File: src/common/pfs_pkg.sv
package pfs_pkg;

	// ------------------------------------------------------------
	// Register addresses and reset values
	// ------------------------------------------------------------
	localparam logic [7:0] PFS_P0_UPPER_ADDR  = 8'hE6;
	localparam logic [7:0] PFS_P0_LOWER_ADDR  = 8'hE7;
	localparam logic [7:0] PFS_P1_UPPER_ADDR  = 8'hE8;
	localparam logic [7:0] PFS_P1_LOWER_ADDR  = 8'hE9;
	localparam logic [7:0] PFS_P0_UPPER_RESET = 8'h00;
	localparam logic [7:0] PFS_P0_LOWER_RESET = 8'h0F;
	localparam logic [7:0] PFS_P1_UPPER_RESET = 8'h00;
	localparam logic [7:0] PFS_P1_LOWER_RESET = 8'h00;
	localparam logic [7:0] PFS_P1_UPPER_MASK  = 8'h0F;
	localparam logic [7:0] PFS_UNMAPPED_READ  = 8'h00;

	// ------------------------------------------------------------
	// Field layout and mode codes
	// ------------------------------------------------------------
	localparam int         PFS_FIELD_W      = 2;
	localparam int         PFS_P0_PINS      = 8;
	localparam int         PFS_P1_PINS      = 6;
	localparam logic [1:0] PFS_MODE_PULLUP  = 2'h0;
	localparam logic [1:0] PFS_MODE_INPUT   = 2'h1;
	localparam logic [1:0] PFS_MODE_OUTPUT  = 2'h2;
	localparam logic [1:0] PFS_MODE_ALT     = 2'h3;
	localparam logic       PFS_RX_IDLE      = 1'b1;

	// ------------------------------------------------------------
	// Pin kinds
	// ------------------------------------------------------------
	typedef enum logic [1:0] {
		PFS_KIND_GPIO,
		PFS_KIND_ALT_OUT,
		PFS_KIND_ALT_IN
	} pfs_kind_t;

	localparam pfs_kind_t PFS_P0_KIND [0:7] = '{PFS_KIND_ALT_IN, PFS_KIND_ALT_OUT, PFS_KIND_GPIO,
		PFS_KIND_GPIO, PFS_KIND_ALT_OUT, PFS_KIND_GPIO, PFS_KIND_GPIO, PFS_KIND_GPIO};
	localparam pfs_kind_t PFS_P1_KIND [0:5] = '{PFS_KIND_ALT_OUT, PFS_KIND_GPIO, PFS_KIND_ALT_OUT,
		PFS_KIND_ALT_OUT, PFS_KIND_ALT_OUT, PFS_KIND_ALT_OUT};

endpackage

File: src/pfs_pin_cell.sv
`timescale 1ns/10ps
module pfs_pin_cell #(
	parameter pfs_pkg::pfs_kind_t KIND = pfs_pkg::PFS_KIND_GPIO
) (
	input  wire logic [1:0] mode,
	input  wire logic       gpio_out,
	input  wire logic       alt_out,
	output logic            next_out,
	output logic            next_oe,
	output logic            next_pull,
	output logic            next_in_en,
	output logic            next_alt_in_en
);

	// ------------------------------------------------------------
	// Mode decode
	// ------------------------------------------------------------
	// Code 11 only means an alternate function on pins that have one
	always_comb begin
		next_out       = 1'b0;
		next_oe        = 1'b0;
		next_pull      = 1'b0;
		next_in_en     = 1'b0;
		next_alt_in_en = 1'b0;
		case (mode)
			pfs_pkg::PFS_MODE_PULLUP: begin
				next_pull  = 1'b1;
				next_in_en = 1'b1;
			end
			pfs_pkg::PFS_MODE_INPUT: begin
				next_in_en = 1'b1;
			end
			pfs_pkg::PFS_MODE_OUTPUT: begin
				next_oe  = 1'b1;
				next_out = gpio_out;
			end
			pfs_pkg::PFS_MODE_ALT: begin
				if (KIND == pfs_pkg::PFS_KIND_ALT_OUT) begin
					next_oe  = 1'b1;
					next_out = alt_out;
				end else if (KIND == pfs_pkg::PFS_KIND_ALT_IN) begin
					next_alt_in_en = 1'b1;
				end else begin
					next_oe  = 1'b1;
					next_out = gpio_out;
				end
			end
			default: begin
				next_oe = 1'b0;
			end
		endcase
	end

endmodule

File: src/pfs_top.sv
// Operation
// - Port 0 pin 7 field: 00 pulled-up input to timer A capture, 01 plain input to it, 1X push-pull output.
// - Port 0 pin 5 field: 00 pulled-up input to timer 1 capture 0, 01 plain input to it, 1X push-pull output.
// - Port 0 pin 4 field: 00 pulled-up input, 01 input, 10 push-pull output, 11 driven by timer 1 output 1.
// - Port 0 lower bits 7-6 set pin 3: 00 pulled-up to timer 1 clock 1, 01 plain input to it, 1X output.
// - Port 1 pin 4 field: 00 pulled-up serial receive, 01 plain receive, 10 output, 11 receive-line output.
// - Port 1 lower bits 3-2 set pin 1: 00 pulled-up to timer 1 clock 0, 01 plain input to it, 1X output.
`timescale 1ns/10ps
module pfs_top #(
	parameter logic [7:0] P1_UPPER_ADDR = pfs_pkg::PFS_P1_UPPER_ADDR,
	parameter logic [7:0] P1_LOWER_ADDR = pfs_pkg::PFS_P1_LOWER_ADDR
) (
	input  wire logic       sys_clk,
	input  wire logic       rst_b,
	input  wire logic [7:0] reg_addr,
	input  wire logic       reg_wr_en,
	input  wire logic [7:0] reg_wdata,
	input  wire logic       reg_rd_en,
	output logic      [7:0] reg_rdata,
	input  wire logic [7:0] port0_gpio_out,
	input  wire logic [5:0] port1_gpio_out,
	input  wire logic       timer1_output_ch1,
	input  wire logic       sub_osc_drive,
	input  wire logic       serial_tx_out,
	input  wire logic       serial_rx_line_out,
	input  wire logic       buzzer_output,
	input  wire logic       timer1_output_ch0,
	input  wire logic       timer_a_output,
	input  wire logic [7:0] port0_pin_in,
	input  wire logic [5:0] port1_pin_in,
	output logic      [7:0] port0_pin_out,
	output logic      [7:0] port0_pin_oe,
	output logic      [7:0] port0_pull_en,
	output logic      [5:0] port1_pin_out,
	output logic      [5:0] port1_pin_oe,
	output logic      [5:0] port1_pull_en,
	output logic      [7:0] port0_in_data,
	output logic      [5:0] port1_in_data,
	output logic            timer_a_capture_in,
	output logic            timer_a_clock_in,
	output logic            timer1_capture_in_ch0,
	output logic            timer1_capture_in_ch1,
	output logic            timer1_clock_in_1,
	output logic            timer1_clock_in_0,
	output logic            serial_rx_in,
	output logic            sub_osc_sense_pin
);

	// ------------------------------------------------------------
	// Configuration registers
	// ------------------------------------------------------------
	logic [7:0] port0_upper_pin_mode;
	logic [7:0] port0_lower_pin_mode;
	logic [7:0] port1_upper_pin_mode;
	logic [7:0] port1_lower_pin_mode;

	// Only a direct register address port exists, so no other mode can reach them
	always_ff @(posedge sys_clk) begin
		if (!rst_b) begin
			port0_upper_pin_mode <= pfs_pkg::PFS_P0_UPPER_RESET;
			port0_lower_pin_mode <= pfs_pkg::PFS_P0_LOWER_RESET;
			port1_upper_pin_mode <= pfs_pkg::PFS_P1_UPPER_RESET;
			port1_lower_pin_mode <= pfs_pkg::PFS_P1_LOWER_RESET;
		end else if (reg_wr_en) begin
			if (reg_addr == pfs_pkg::PFS_P0_UPPER_ADDR) begin
				port0_upper_pin_mode <= reg_wdata;
			end
			if (reg_addr == pfs_pkg::PFS_P0_LOWER_ADDR) begin
				port0_lower_pin_mode <= reg_wdata;
			end
			if (reg_addr == P1_UPPER_ADDR) begin
				port1_upper_pin_mode <= reg_wdata & pfs_pkg::PFS_P1_UPPER_MASK;
			end
			if (reg_addr == P1_LOWER_ADDR) begin
				port1_lower_pin_mode <= reg_wdata;
			end
		end
	end

	// Unused upper bits of port 1 upper register read as zero
	always_ff @(posedge sys_clk) begin
		if (!rst_b) begin
			reg_rdata <= pfs_pkg::PFS_UNMAPPED_READ;
		end else if (reg_rd_en) begin
			if (reg_addr == pfs_pkg::PFS_P0_UPPER_ADDR) begin
				reg_rdata <= port0_upper_pin_mode;
			end else if (reg_addr == pfs_pkg::PFS_P0_LOWER_ADDR) begin
				reg_rdata <= port0_lower_pin_mode;
			end else if (reg_addr == P1_UPPER_ADDR) begin
				reg_rdata <= port1_upper_pin_mode;
			end else if (reg_addr == P1_LOWER_ADDR) begin
				reg_rdata <= port1_lower_pin_mode;
			end else begin
				reg_rdata <= pfs_pkg::PFS_UNMAPPED_READ;
			end
		end
	end

	// ------------------------------------------------------------
	// Pin input synchronisers
	// ------------------------------------------------------------
	logic [7:0] port0_meta;
	logic [7:0] port0_sync;
	logic [5:0] port1_meta;
	logic [5:0] port1_sync;

	always_ff @(posedge sys_clk) begin
		if (!rst_b) begin
			port0_meta <= 8'h00;
			port0_sync <= 8'h00;
			port1_meta <= 6'h00;
			port1_sync <= 6'h00;
		end else begin
			port0_meta <= port0_pin_in;
			port0_sync <= port0_meta;
			port1_meta <= port1_pin_in;
			port1_sync <= port1_meta;
		end
	end

	// ------------------------------------------------------------
	// Per-pin decode
	// ------------------------------------------------------------
	logic [15:0] port0_mode_vec;
	logic [11:0] port1_mode_vec;
	logic [7:0]  port0_alt_vec;
	logic [5:0]  port1_alt_vec;
	logic [7:0]  next_port0_out;
	logic [7:0]  next_port0_oe;
	logic [7:0]  next_port0_pull;
	logic [7:0]  port0_in_en;
	logic [7:0]  port0_alt_in_en;
	logic [5:0]  next_port1_out;
	logic [5:0]  next_port1_oe;
	logic [5:0]  next_port1_pull;
	logic [5:0]  port1_in_en;
	logic [5:0]  port1_alt_in_en;

	assign port0_mode_vec = {port0_upper_pin_mode, port0_lower_pin_mode};
	assign port1_mode_vec = {port1_upper_pin_mode[3:0], port1_lower_pin_mode};
	assign port0_alt_vec  = {3'h0, timer1_output_ch1, 2'h0, sub_osc_drive, 1'b0};
	assign port1_alt_vec  = {serial_tx_out, serial_rx_line_out, buzzer_output,
		timer1_output_ch0, 1'b0, timer_a_output};

	genvar gi;
	generate
		for (gi = 0; gi < pfs_pkg::PFS_P0_PINS; gi++) begin : g_port0
			pfs_pin_cell #(
				.KIND(pfs_pkg::PFS_P0_KIND[gi])
			) u_cell (
				.mode           (port0_mode_vec[gi*pfs_pkg::PFS_FIELD_W +: pfs_pkg::PFS_FIELD_W]),
				.gpio_out       (port0_gpio_out[gi]),
				.alt_out        (port0_alt_vec[gi]),
				.next_out       (next_port0_out[gi]),
				.next_oe        (next_port0_oe[gi]),
				.next_pull      (next_port0_pull[gi]),
				.next_in_en     (port0_in_en[gi]),
				.next_alt_in_en (port0_alt_in_en[gi])
			);
		end
		for (gi = 0; gi < pfs_pkg::PFS_P1_PINS; gi++) begin : g_port1
			pfs_pin_cell #(
				.KIND(pfs_pkg::PFS_P1_KIND[gi])
			) u_cell (
				.mode           (port1_mode_vec[gi*pfs_pkg::PFS_FIELD_W +: pfs_pkg::PFS_FIELD_W]),
				.gpio_out       (port1_gpio_out[gi]),
				.alt_out        (port1_alt_vec[gi]),
				.next_out       (next_port1_out[gi]),
				.next_oe        (next_port1_oe[gi]),
				.next_pull      (next_port1_pull[gi]),
				.next_in_en     (port1_in_en[gi]),
				.next_alt_in_en (port1_alt_in_en[gi])
			);
		end
	endgenerate

	// ------------------------------------------------------------
	// Pin drive registers
	// ------------------------------------------------------------
	always_ff @(posedge sys_clk) begin
		if (!rst_b) begin
			port0_pin_out <= 8'h00;
			port0_pin_oe  <= 8'h00;
			port0_pull_en <= 8'h00;
			port1_pin_out <= 6'h00;
			port1_pin_oe  <= 6'h00;
			port1_pull_en <= 6'h00;
		end else begin
			port0_pin_out <= next_port0_out;
			port0_pin_oe  <= next_port0_oe;
			port0_pull_en <= next_port0_pull;
			port1_pin_out <= next_port1_out;
			port1_pin_oe  <= next_port1_oe;
			port1_pull_en <= next_port1_pull;
		end
	end

	// ------------------------------------------------------------
	// Peripheral input routing
	// ------------------------------------------------------------
	// Outside input mode peripherals see a quiet level, never the pin's own drive
	always_ff @(posedge sys_clk) begin
		if (!rst_b) begin
			port0_in_data         <= 8'h00;
			port1_in_data         <= 6'h00;
			timer_a_capture_in    <= 1'b0;
			timer_a_clock_in      <= 1'b0;
			timer1_capture_in_ch0 <= 1'b0;
			timer1_capture_in_ch1 <= 1'b0;
			timer1_clock_in_1     <= 1'b0;
			timer1_clock_in_0     <= 1'b0;
			serial_rx_in          <= pfs_pkg::PFS_RX_IDLE;
			sub_osc_sense_pin     <= 1'b0;
		end else begin
			port0_in_data         <= port0_sync;
			port1_in_data         <= port1_sync;
			timer_a_capture_in    <= port0_sync[7] & port0_in_en[7];
			timer_a_clock_in      <= port0_sync[6] & port0_in_en[6];
			timer1_capture_in_ch0 <= port0_sync[5] & port0_in_en[5];
			timer1_clock_in_1     <= port0_sync[3] & port0_in_en[3];
			timer1_capture_in_ch1 <= port0_sync[2] & port0_in_en[2];
			timer1_clock_in_0     <= port1_sync[1] & port1_in_en[1];
			serial_rx_in          <= port1_in_en[4] ? port1_sync[4] : pfs_pkg::PFS_RX_IDLE;
			sub_osc_sense_pin     <= port0_sync[0] & port0_alt_in_en[0];
		end
	end
endmodule

File: config.mk
export PLATFORM = sky130hd
export DESIGN_NAME = pfs_top
export DESIGN_NICKNAME = d
export VERILOG_FILES = /design/src/common/pfs_pkg.sv /design/src/pfs_pin_cell.sv /design/src/pfs_top.sv
export SDC_FILE = /design/constraint.sdc
export NUM_CORES = 1
export LEC_CHECK = 0
export BUFFER_PORTS_ARGS = -buffer_cell sky130_fd_sc_hd__buf_2
export CAP_MARGIN = 20
export CORE_ASPECT_RATIO = 1.75
export CORE_MARGIN = 2
export CORE_UTILIZATION = 45
export DETAILED_ROUTE_END_ITERATION = 10
export GPL_ROUTABILITY_DRIVEN = 1
export PLACE_DENSITY_LB_ADDON = 0.05
export SYNTH_ARGS = -nofsm -noshare
export SYNTH_HDL_FRONTEND = slang
export SYNTH_HIERARCHICAL = 1
export SYNTH_SLANG_ARGS = --single-unit
File: constraint.sdc
create_clock -name sys_clk -period 2.2 [get_ports sys_clk]
set_input_delay 0.22 -clock sys_clk [delete_from_list [all_inputs] [get_ports sys_clk]]
set_output_delay 0.22 -clock sys_clk [all_outputs]
set_load 0.05 [all_outputs]
# After elaboration in Yosys (flattened, before gate mapping)
# Index checks and enable logic that the tools add are counted.
dict set report totals {
  ff_bits 128
  output_inout_bits 72
  in_bits 55
}
dict set report classes {
  muxes 47
  n_bitwise 7
  n_reduce_logical 46
  eq_ne 39
}
# cell n
set op_table {}
lappend op_table {{== test 2 bit (second input constant)} 28}
lappend op_table {{OR reduction 2 bit} 20}
lappend op_table {{2-to-1 mux 1 bit} 36}
lappend op_table {{== test 8 bit (second input constant)} 4}
lappend op_table {{2-to-1 mux 8 bit} 4}
lappend op_table {{zero test 2 bit} 14}
lappend op_table {{AND reduction 2 bit} 12}
lappend op_table {{== test 2 x 1 -> 1 bit (second input constant)} 7}
lappend op_table {{one-hot mux 1 bit (2 select lines)} 7}
lappend op_table {{bitwise AND 1 bit} 7}

# Longest topological paths before layout
# Gate-level depths: netlist (run 1).
dict set report depth {
  depth_word 5
  depth_mapped 5
  depth_no_buf 3
}

# Modules after synthesis
# The synthesis (run 1) kept the hierarchy.
# mod seq_area_each_um2 n_inst cells_per_inst area_per_inst_um2
set by_module_without_submodules {}
lappend by_module_without_submodules {pfs_top 2562.5 1 364 4088.9}
lappend by_module_without_submodules {{pfs_pin_cell (g_port0[1].u_cell ...)} 0.0 7 7 36.3}
lappend by_module_without_submodules {{pfs_pin_cell (g_port0[2].u_cell ...)} 0.0 6 6 28.8}
lappend by_module_without_submodules {{pfs_pin_cell (g_port0[0].u_cell)} 0.0 1 5 33.8}

# Least setup slack after synthesis (run 1)
# OpenSTA, ideal clock, no wires.
dict set report synth_path {
  kind {in2reg}
  startpoint {in reg_addr[4]}
  endpoint {reg port1_lower_pin_mode[0]}
  required_ns 2.128
  n_path_buf 1
  t_arrival_ns 1.085
  setup_slack_ns 1.044
  path_stages 4
  path_cell_list {and4b_2 -> and4_1 -> buf_2 -> mux2i_1}
}
dict set report synth_between {
  elab_chain_len 2
}
# item line_no
set synth_rtl {}
lappend synth_rtl {{start, declared} pfs_top.sv:15} ;# input wire logic [7:0] reg_addr,
lappend synth_rtl {{== test 8 bit} pfs_top.sv:74} ;# if (reg_addr == P1_LOWER_ADDR) begin
lappend synth_rtl {{AND reduction 2 bit (no line)} n/a}
lappend synth_rtl {{end signal, assigned} pfs_top.sv:63} ;# port1_lower_pin_mode <= pfs_pkg::PFS_P1_LOWER_RESET;
lappend synth_rtl {{end signal, assigned} pfs_top.sv:75} ;# port1_lower_pin_mode <= reg_wdata;
lappend synth_rtl {{end, declared} pfs_top.sv:55} ;# logic [7:0] port1_lower_pin_mode;
# Every way passes these cells.
# A chain may end at the register's enable or synchronous reset.

# Worst setup path after layout (run 1)
dict set report layout_path {
  startpoint {reg reg_rdata[2]}
  endpoint {out reg_rdata[2]}
}
# item line_no
set layout_rtl {}
lappend layout_rtl {{start, declared} pfs_top.sv:19} ;# output logic [7:0] reg_rdata,
lappend layout_rtl {{start signal, assigned} pfs_top.sv:83} ;# reg_rdata <= pfs_pkg::PFS_UNMAPPED_READ;
lappend layout_rtl {{start signal, assigned} pfs_top.sv:86} ;# reg_rdata <= port0_upper_pin_mode;
lappend layout_rtl {{start signal, assigned} pfs_top.sv:88} ;# reg_rdata <= port0_lower_pin_mode;
# No word-level cell between the ends.

==> impl_results.md, run 1 <==
- CP max FO: 2
- CTS tree: done
- WP data required: 1.98 ns
- Total grt overflow: 0
- Buf+Inv Stages, Crit Path: 1
- Hold_buf cts: 0
- Final hold violations: 0
- Root buffer cell: clkbuf_16
- Core area: 9468 um2
- Clk buf depth: 2
- Num ports: 127
- Drc violations: 0
- Placed cell count: 641
- Share of post-route cells with drive strength above 1: 30.18%
- Period utilization: 55.14%
- Slowest CP cell: dfxtp_1
- Final net count: 593
- Status: completed
- Max Cap Viol: 0
- Hold Slack: 0.01871 ns
- DP Wirelength: 6411 um
- Placer Congestion: 0.7909
- Antenna violations before repair: 0
- Number of vias per cell: 4.597
- FMAX: 0.8243 GHz
- Max incr delay on CP: 0.33 ns
- Setup bufs post-CTS: 0
- Syn_area_per_cell: 10.32 um2
- H-tree Lvls: 4
- Crit start category: flop
- Sum Neg Setup Slack: 0 ns
- Reg clk slew, reported paths: 0.05 ns
- Slew margin rel.: 62.93%
- Syn Nets: 481
- Count of pins over their slew limit: 0
- WL final: 9125 um
- CP Capture Type: output port
- Mapped Cells: 426
- Placed Area: 5022 um2
- Worst-path cell chain: buf_2
- Initial Util: 46.43%
- CP delay by family, top: flip-flops
- Leak Pwr: 2.639 nW
- Design area: 5670 um2
- Iter 0 DRT Violations: 89
- Synthesis warning total: 6
- Die area: 10,610 um2
- Router iterations before antenna repair: 5
- Synthesis-to-finish area growth: 29.01%
- Rows: 47
- WS Path Type: flop to output port
- Actual slew at the worst max-slew pin: 0.5549 ns
- Total track usage: 18.24%
- Vias: 3,089
- Unrepaired setup endpoints after global routing: no
- Post-Syn Area: 4395 um2
- Met1 Resource Use GR: 20.18%
- Hold Crit Class: input pin to flop
- Grt met2 use: 30.72%
- Sinks on Clock Net: 128
- Inserted Clock Buffers: 17
- N_diodes: 0
- Global route hottest layer: met2
- Chip width: 78.71 um
- Port bufs: 126
- Setup Viol. Count Final: 0
- Fin cells: 672
- Peak VDD IR: 0.6222 mV
- Global-route wire length before repair: 14,930 um
- Fin crit period: 1.213 ns
- Filler cells: 873
- Pre-CTS setup slack: 0.6763 ns
- Final ANT Viol Nets: 0
- Critical path data arrival time: 0.99 ns
- M3 GR Usage: 6.885%
- Clk_skew: 0.004928 ns
- Die height: 134.7 um
- Final worst slack: 0.9868 ns
- Clock latency at the later pin of the worst-skew pair: 0.40 ns
- Per-cell routed wire length: 13.58 um
- PwrDens: 995.9 nW/um2
- Vias in the first global route: 3,126
- Post-CTS resize count: 0
- Largest net degree at the start of global routing: 60
## flip-flops by register name, summed over array words and instances (netlist names), 4 cells and up
| signal | count |
|---|---|
| port0_in_data | 8 |
| port0_meta | 8 |
| port1_meta | 6 |
| port1_pull_en | 6 |
| port0_pin_out | 8 |
| port1_upper_pin_mode | 4 |
| port0_sync | 8 |
| port1_lower_pin_mode | 8 |
| port0_upper_pin_mode | 8 |
| port0_lower_pin_mode | 8 |
| reg_rdata | 8 |
| port1_pin_out | 6 |
| port0_pin_oe | 8 |
| port1_in_data | 6 |
| port1_pin_oe | 6 |
| port0_pull_en | 8 |
| port1_sync | 6 |
## cell usage in the layout, fill, tap and decap left out, types with 2 or more instances in the layout
cell type   instances
clkinvlp_4          2
inv_1              13
buf_4               4
nand2_1            40
and3_1              7
bufinv_16           4
nand2b_1            6
nor2_1             29
nand3_1             2
clkbuf_8            5
clkbuf_16          17
o31ai_1             8
mux2i_1            35
nor2b_1             9
and2_1             90
or2b_1              2
a222oi_1            4
clkinv_2            2
a22oi_1             4
dfxtp_1           128
buf_2             125
## per-layer routing
metal | wire length, um | part of all wire (%) | vias to the layer above
li1 | - | - | 1576
met1 | 3688 | 40 | 1411
met2 | 4672 | 51 | 90
met3 | 600 | 6.6 | 12
met4 | 164 | 1.8 | 0
met5 | 0 | 0 | -
## power by group
group          internal [mW]  switching [mW]  leakage [nW]
clock network           2.04           0.952         0.314
registers               2.37          0.0117          1.04
logic                 0.0950           0.180          1.28
total                   4.50            1.14          2.64
## stage by stage
step	power (mW)	utilization (%)
after floorplan	2.617	-
after global placement	2.705	53.05
after detailed placement	2.710	53.05
after CTS	5.716	59.89
after global routing	5.853	59.89
final	5.647	59.89
## final cells by class
cell class	instances	area [um2]	share of cell area (%)
flip-flops and latches	128	2562	45.19
clock inverters	9	153.9	2.714
multi-input cells	249	1603	28.27
repair buffers	129	655.6	11.56
clock buffers	22	494.2	8.716
inverters	13	48.80	0.8605
well taps	122	152.6	2.692
## worst paths after layout
path	to	depth (start not counted)	start	slack (ns)
worst max-delay path	reg_rdata[2]	1	reg_rdata[2]	0.99
worst min register to register	port1_sync[1]	1	port1_meta[1]	0.43
worst max register to register	reg_rdata[0]	3	port0_lower_pin_mode[0]	1.00
worst min-delay path	port1_meta[3]	2	port1_pin_in[3]	0.02
Note: power is estimated with default switching activity, not from simulation.
==> run 2, diff against run 1 <==
==> constraint.sdc (replaced) <==
create_clock -name sys_clk -period 1.2 [get_ports sys_clk]
set_input_delay 0.12 -clock sys_clk [delete_from_list [all_inputs] [get_ports sys_clk]]
set_output_delay 0.12 -clock sys_clk [all_outputs]
set_load 0.05 [all_outputs]
==> run 2 against run 1 <==
Effect of this change:
- clock-buffer cell count up 4
- design area increased by 3.9%
- first-iteration DRC count increased by 40%
==> impl_results.md, run 2 (same netlist as run 1, synthesis figures left out) <==
- Inserted Clock Buffers: 17
- Placer Congestion: 0.8530
- Design area: 5889 um2
- Sinks on Clock Net: 128
- Total track usage: 19.32%
- Drc violations: 0
- N_diodes: 0
- Antenna violations before repair: 0
- Final ANT Viol Nets: 0
- Total grt overflow: 0
- Router iterations before antenna repair: 7
- Root buffer cell: clkbuf_16
- Critical path data arrival time: 1.42 ns
- Peak VDD IR: 1.084 mV
- Port bufs: 126
- Design Power: 9.871 mW
- Vias in the first global route: 3,363
- Global-route wire length before repair: 15,750 um
- Die height: 134.7 um
- Status: completed
- Filler cells: 817
- CTS tree: done
- Post-CTS resize count: 0
- Actual slew at the worst max-slew pin: 0.3655 ns
- Setup Viol. Count Final: 0
- Final net count: 623
- Slew margin rel.: 75.63%
- Final hold violations: 0
- Synthesis-to-finish area growth: 33.99%
- Int Power: 7.834 mW
- Num ports: 127
- Clk buf depth: 2
- Seq pwr share: 44.3%
- WS Path Type: flop to flop
- Period utilization: 95.28%
- Chip width: 78.71 um
- WL final: 9620 um
- Switch Pwr: 2.036 mW
- Rows: 47
- Die area: 10,610 um2
- Largest net degree at the start of global routing: 89
- FMAX: 0.8746 GHz
- Hold Crit Class: input pin to flop
- Iter 0 DRT Violations: 125
- Switching share of power: 20.63%
- Clk_skew: 0.005963 ns
- Clock latency at the later pin of the worst-skew pair: 0.40 ns
- CP Capture Type: flop
- Commonest non-fill, non-tap cells in the layout: dfxtp_1 (128), buf_2 (125), and2_1 (90), nand2_1 (40), mux2i_1 (35)
- Register area: 2562 um2
- Leak Pwr: 2.748 nW
- Hold_buf cts: 16
- Share of post-route cells with drive strength above 1: 30.17%
- Most common cell after layout, fill and taps aside: dfxtp_1
- Initial Util: 46.43%
- Clock Power Share: 49.9%
- PwrDens: 1676 nW/um2
- Reg clk slew, reported paths: 0.05 ns
- Core area: 9468 um2
- Per-cell routed wire length: 13.70 um
- Crit start category: flop
- Multi-input gate area: 1603 um2
- Vias: 3,261
- Unrepaired setup endpoints after global routing: no
- Number of vias per cell: 4.645
- Count of pins over their slew limit: 0
- DP Wirelength: 6664 um
- Combinational power share: 5.8%
- CP max FO: 2
- Placed Area: 5152 um2
- H-tree Lvls: 4
- Fin crit period: 1.143 ns
- WP data required: 1.48 ns
- Max Cap Viol: 0
- Setup bufs post-CTS: 0
-- run 2: cell types whose count changed in the layout (fill, tap and decap cells not counted), sizes merged --
cell,before,now
buf,129,143
bufinv,4,2
clkbuf,22,26
clkinv,3,2
clkinvlp,2,1
dlygate4sd3,0,16
-- run 2: cell type report --
type	instances	area share [%]
Inverter	13	0.8286
Tap cell	122	2.592
Sequential cell	128	43.51
Multi-Input combinational cell	249	27.21
Timing Repair Buffer	159	16.06
Clock buffer	26	8.477
Clock inverter	5	1.317
-- run 2: critical path, cell delays in order (launching register included) --
cell	delay, ns
dfxtp_1	0.31
or2b_1	0.23
a222oi_1	0.38
o31ai_1	0.10
-- run 2: layer usage --
layer  global-route usage (%)  share of wire, %
met1                    20.98                40
met2                    33.52                53
met3                    6.484               5.8
met4                    8.869               1.7
met5                        0                 0
-- run 2: per-stage QoR --
stage / utilization, % / hold slack (ns) / setup WS [ns] / instances / setup TNS, ns
floorplan: - / 0.2473 / 0.1436 / 426 / 0
global placement: 54.42 / 0.3253 / 0.02067 / 655 / 0
CTS: 62.20 / 0.01185 / 0.03978 / 702 / 0
detailed placement: 54.42 / 0.3285 / -0.03147 / 655 / -0.09029
global route: 62.20 / 0.02922 / 0.007660 / 702 / 0
finish: 62.20 / 0.02503 / 0.05661 / 702 / 0
-- run 2: worst paths after layout --
kind,startpoint,to,slack (ns),cells past startpoint
max,port0_lower_pin_mode[0],reg_rdata[0],0.06,3
min,reg_wdata[2],port0_lower_pin_mode[2],0.03,3
max reg2reg,port0_lower_pin_mode[0],reg_rdata[0],0.06,3
min reg2reg,port1_meta[1],port1_sync[1],0.43,1
-- run 2: power groups by stage --
stage	sequential (mW)	clock (mW)	combinational (mW)
after floorplan	4.62	0	0.175
after global placement	4.46	0	0.531
after detailed placement	4.46	0	0.538
after CTS	4.37	5.03	0.579
after global routing	4.38	5.25	0.620
final	4.37	4.93	0.573
==> run 3, diff against run 2 <==
--- a/config.mk
+++ b/config.mk
@@ -5,6 +5,7 @@
 export SDC_FILE = /design/constraint.sdc
 export NUM_CORES = 1
 export LEC_CHECK = 0
+export ABC_AREA = 1
 export BUFFER_PORTS_ARGS = -buffer_cell sky130_fd_sc_hd__buf_2
 export CAP_MARGIN = 20
 export CORE_ASPECT_RATIO = 1.75
==> run 3 against run 2 <==
Effect of this change:
- sequential power barely moved
- non-clock buffer count rose by 7
- core utilization fell by 0.13 points
- design area rose by 7.3%
- sequential share of layout area fell by 2.9 points
- clock skew rose by 0.0045 ns
- via count rose by 19%
- die area rose by 5.5%
- power rose by 5.1%
- first-iteration DRC count rose by 17%
- register-to-register slack improved by 0.19 ns
- critical endpoint is now reg_rdata[6]
- largest power group unchanged
- highest routed layer unchanged
==> impl_results.md, run 3 <==
- Status: completed
- Unrepaired setup endpoints after global routing: no
- Clock Power Share: 51.6%
- Total grt overflow: 0
- Reg2reg end: reg_rdata[3]
- Worst-path cell chain: buf_2
- Rows: 49
- Vias in the first global route: 3,624
- Syn_area_per_cell: 7.814 um2
- Largest net degree at the start of global routing: 72
- Sum Neg Setup Slack: 0 ns
- Critical path data arrival time: 1.01 ns
- Die height: 138.5 um
- Post-CTS resize count: 0
- CP Capture Type: output port
- Number of vias per cell: 4.365
- Final hold violations: 0
- Per-cell routed wire length: 11.49 um
- Register area: 2562 um2
- Clk_skew: 0.01044 ns
- Critical hold path startpoint: port0_gpio_out[0]
- Num ports: 127
- Buf+Inv Stages, Crit Path: 1
- Reg clk slew, reported paths: 0.06 ns
- Max incr delay on CP: 0.34 ns
- Global route hottest layer: met2
- Setup slack, reg-to-reg: 0.25 ns
- WS Path Type: flop to output port
- Sinks on Clock Net: 128
- Leak Pwr: 3.743 nW
- Root buffer cell: clkbuf_16
- Synthesis-to-finish area growth: 35.87%
- PwrDens: 1642 nW/um2
- Slowest CP cell: dfxtp_1
- Antenna violations before repair: 0
- Slew margin rel.: 79.21%
- Worst hold endpoint: port0_pin_out[0]
- Final net count: 803
- Clk buf depth: 2
- Switching share of power: 21.83%
- Share of post-route cells with drive strength above 1: 25.10%
- Utilization after layout: 62.07%
- FMAX: 0.8822 GHz
- Global-route wire length before repair: 16,400 um
- Actual slew at the worst max-slew pin: 0.3114 ns
- Mapped Cells: 595
- Switch Pwr: 2.265 mW
- Seq pwr share: 42.1%
- Setup Viol. Count Final: 0
- Hold_buf cts: 26
- WP data required: 1.08 ns
- Drc violations: 0
- Filler cells: 963
- Router iterations before antenna repair: 6
- Syn Nets: 650
- Iter 0 DRT Violations: 146
- DP Wirelength: 7358 um
- Period utilization: 94.46%
- WL final: 10,200 um
- Core area: 10,180 um2
- Multi-input gate area: 1349 um2
- Die area: 11,190 um2
- Worst r2r src: port0_upper_pin_mode[3]
- Clock latency at the later pin of the worst-skew pair: 0.41 ns
- Inserted Clock Buffers: 17
- Most common cell after layout, fill and taps aside: inv_1
- Final ANT Viol Nets: 0
- Initial Util: 45.68%
- Reg2Reg Depth: 6
- H-tree Lvls: 4
- Combinational power share: 6.2%
- CP delay by family, top: flip-flops
- Chip width: 80.84 um
- Placer Congestion: 0.8395
- Post-Syn Area: 4649 um2
- Fin crit period: 1.133 ns
- Setup bufs post-CTS: 0
- Crit start category: flop
- Count of pins over their slew limit: 0
- Synthesis warning total: 6
- CP max FO: 2
- Met1 Resource Use GR: 19.54%
- Peak VDD IR: 1.072 mV
- Commonest non-fill, non-tap cells in the layout: inv_1 (150), nand2_1 (134), dfxtp_1 (128), buf_2 (125), nand3_1 (45)
- Hold path depth: 5
- M3 GR Usage: 5.222%
- Int Power: 8.107 mW
- Vias: 3,876
- Grt met2 use: 34.75%
- Max Cap Viol: 0
- CTS tree: done
- Port bufs: 126
- N_diodes: 0
- Total track usage: 19.20%
- Hold Crit Class: input pin to flop
## run 3: through the flow
step	power, mW	worst slack (ns)	instance area [um2]	hold slack (ns)	instances
2_1_floorplan	4.842	0.1623	4649	0.2176	595
3_3_place_gp	5.039	0.04259	5429	0.3034	830
3_5_place_dp	5.048	-0.006439	5429	0.3043	830
4_1_cts	10.50	0.04492	6317	0.007444	888
5_1_grt	10.74	0.01234	6317	0.01055	888
6_report	10.37	0.06650	6317	0.01893	888
## run 3: worst max-delay path by stage
stage                             from                 endpoint  slack (ns)  cells past startpoint
after floorplan            reg_addr[4]  port1_lower_pin_mode[0]        0.16                      8
after global placement     reg_addr[4]  port0_upper_pin_mode[1]        0.04                      9
after detailed placement   reg_addr[2]  port1_upper_pin_mode[3]      -0.006                      7
final                     reg_rdata[6]             reg_rdata[6]        0.07                      1
after CTS                 reg_rdata[6]             reg_rdata[6]        0.04                      1
after global routing      reg_rdata[6]             reg_rdata[6]        0.01                      1
## run 3: area by class of cell
type | count | share of cell area (%)
flip-flops and latches | 128 | 40.56
clock inverters | 13 | 2.931
inverters | 152 | 9.031
well taps | 127 | 2.515
repair buffers | 166 | 16.60
clock buffers | 19 | 7.011
multi-input cells | 283 | 21.35
## run 3: routing by layer
metal | up-vias | routed length, um
met5 | - | 0
met4 | 0 | 209
met3 | 12 | 410
met2 | 83 | 5673
met1 | 1731 | 3908
li1 | 2050 | -
## run 3: power groups by stage
stage,registers [mW],clock network (mW),logic [mW]
6_report,4.37,5.36,0.645
5_1_grt,4.38,5.67,0.700
4_1_cts,4.37,5.48,0.653
3_5_place_dp,4.46,0,0.585
3_3_place_gp,4.46,0,0.576
2_1_floorplan,4.63,0,0.210
## run 3: tightest hold or removal path: stages
cell and delay [ns]:
buf_2 0.09, inv_1 0.05, nor2_2 0.03, nand2_1 0.05, inv_1 0.03
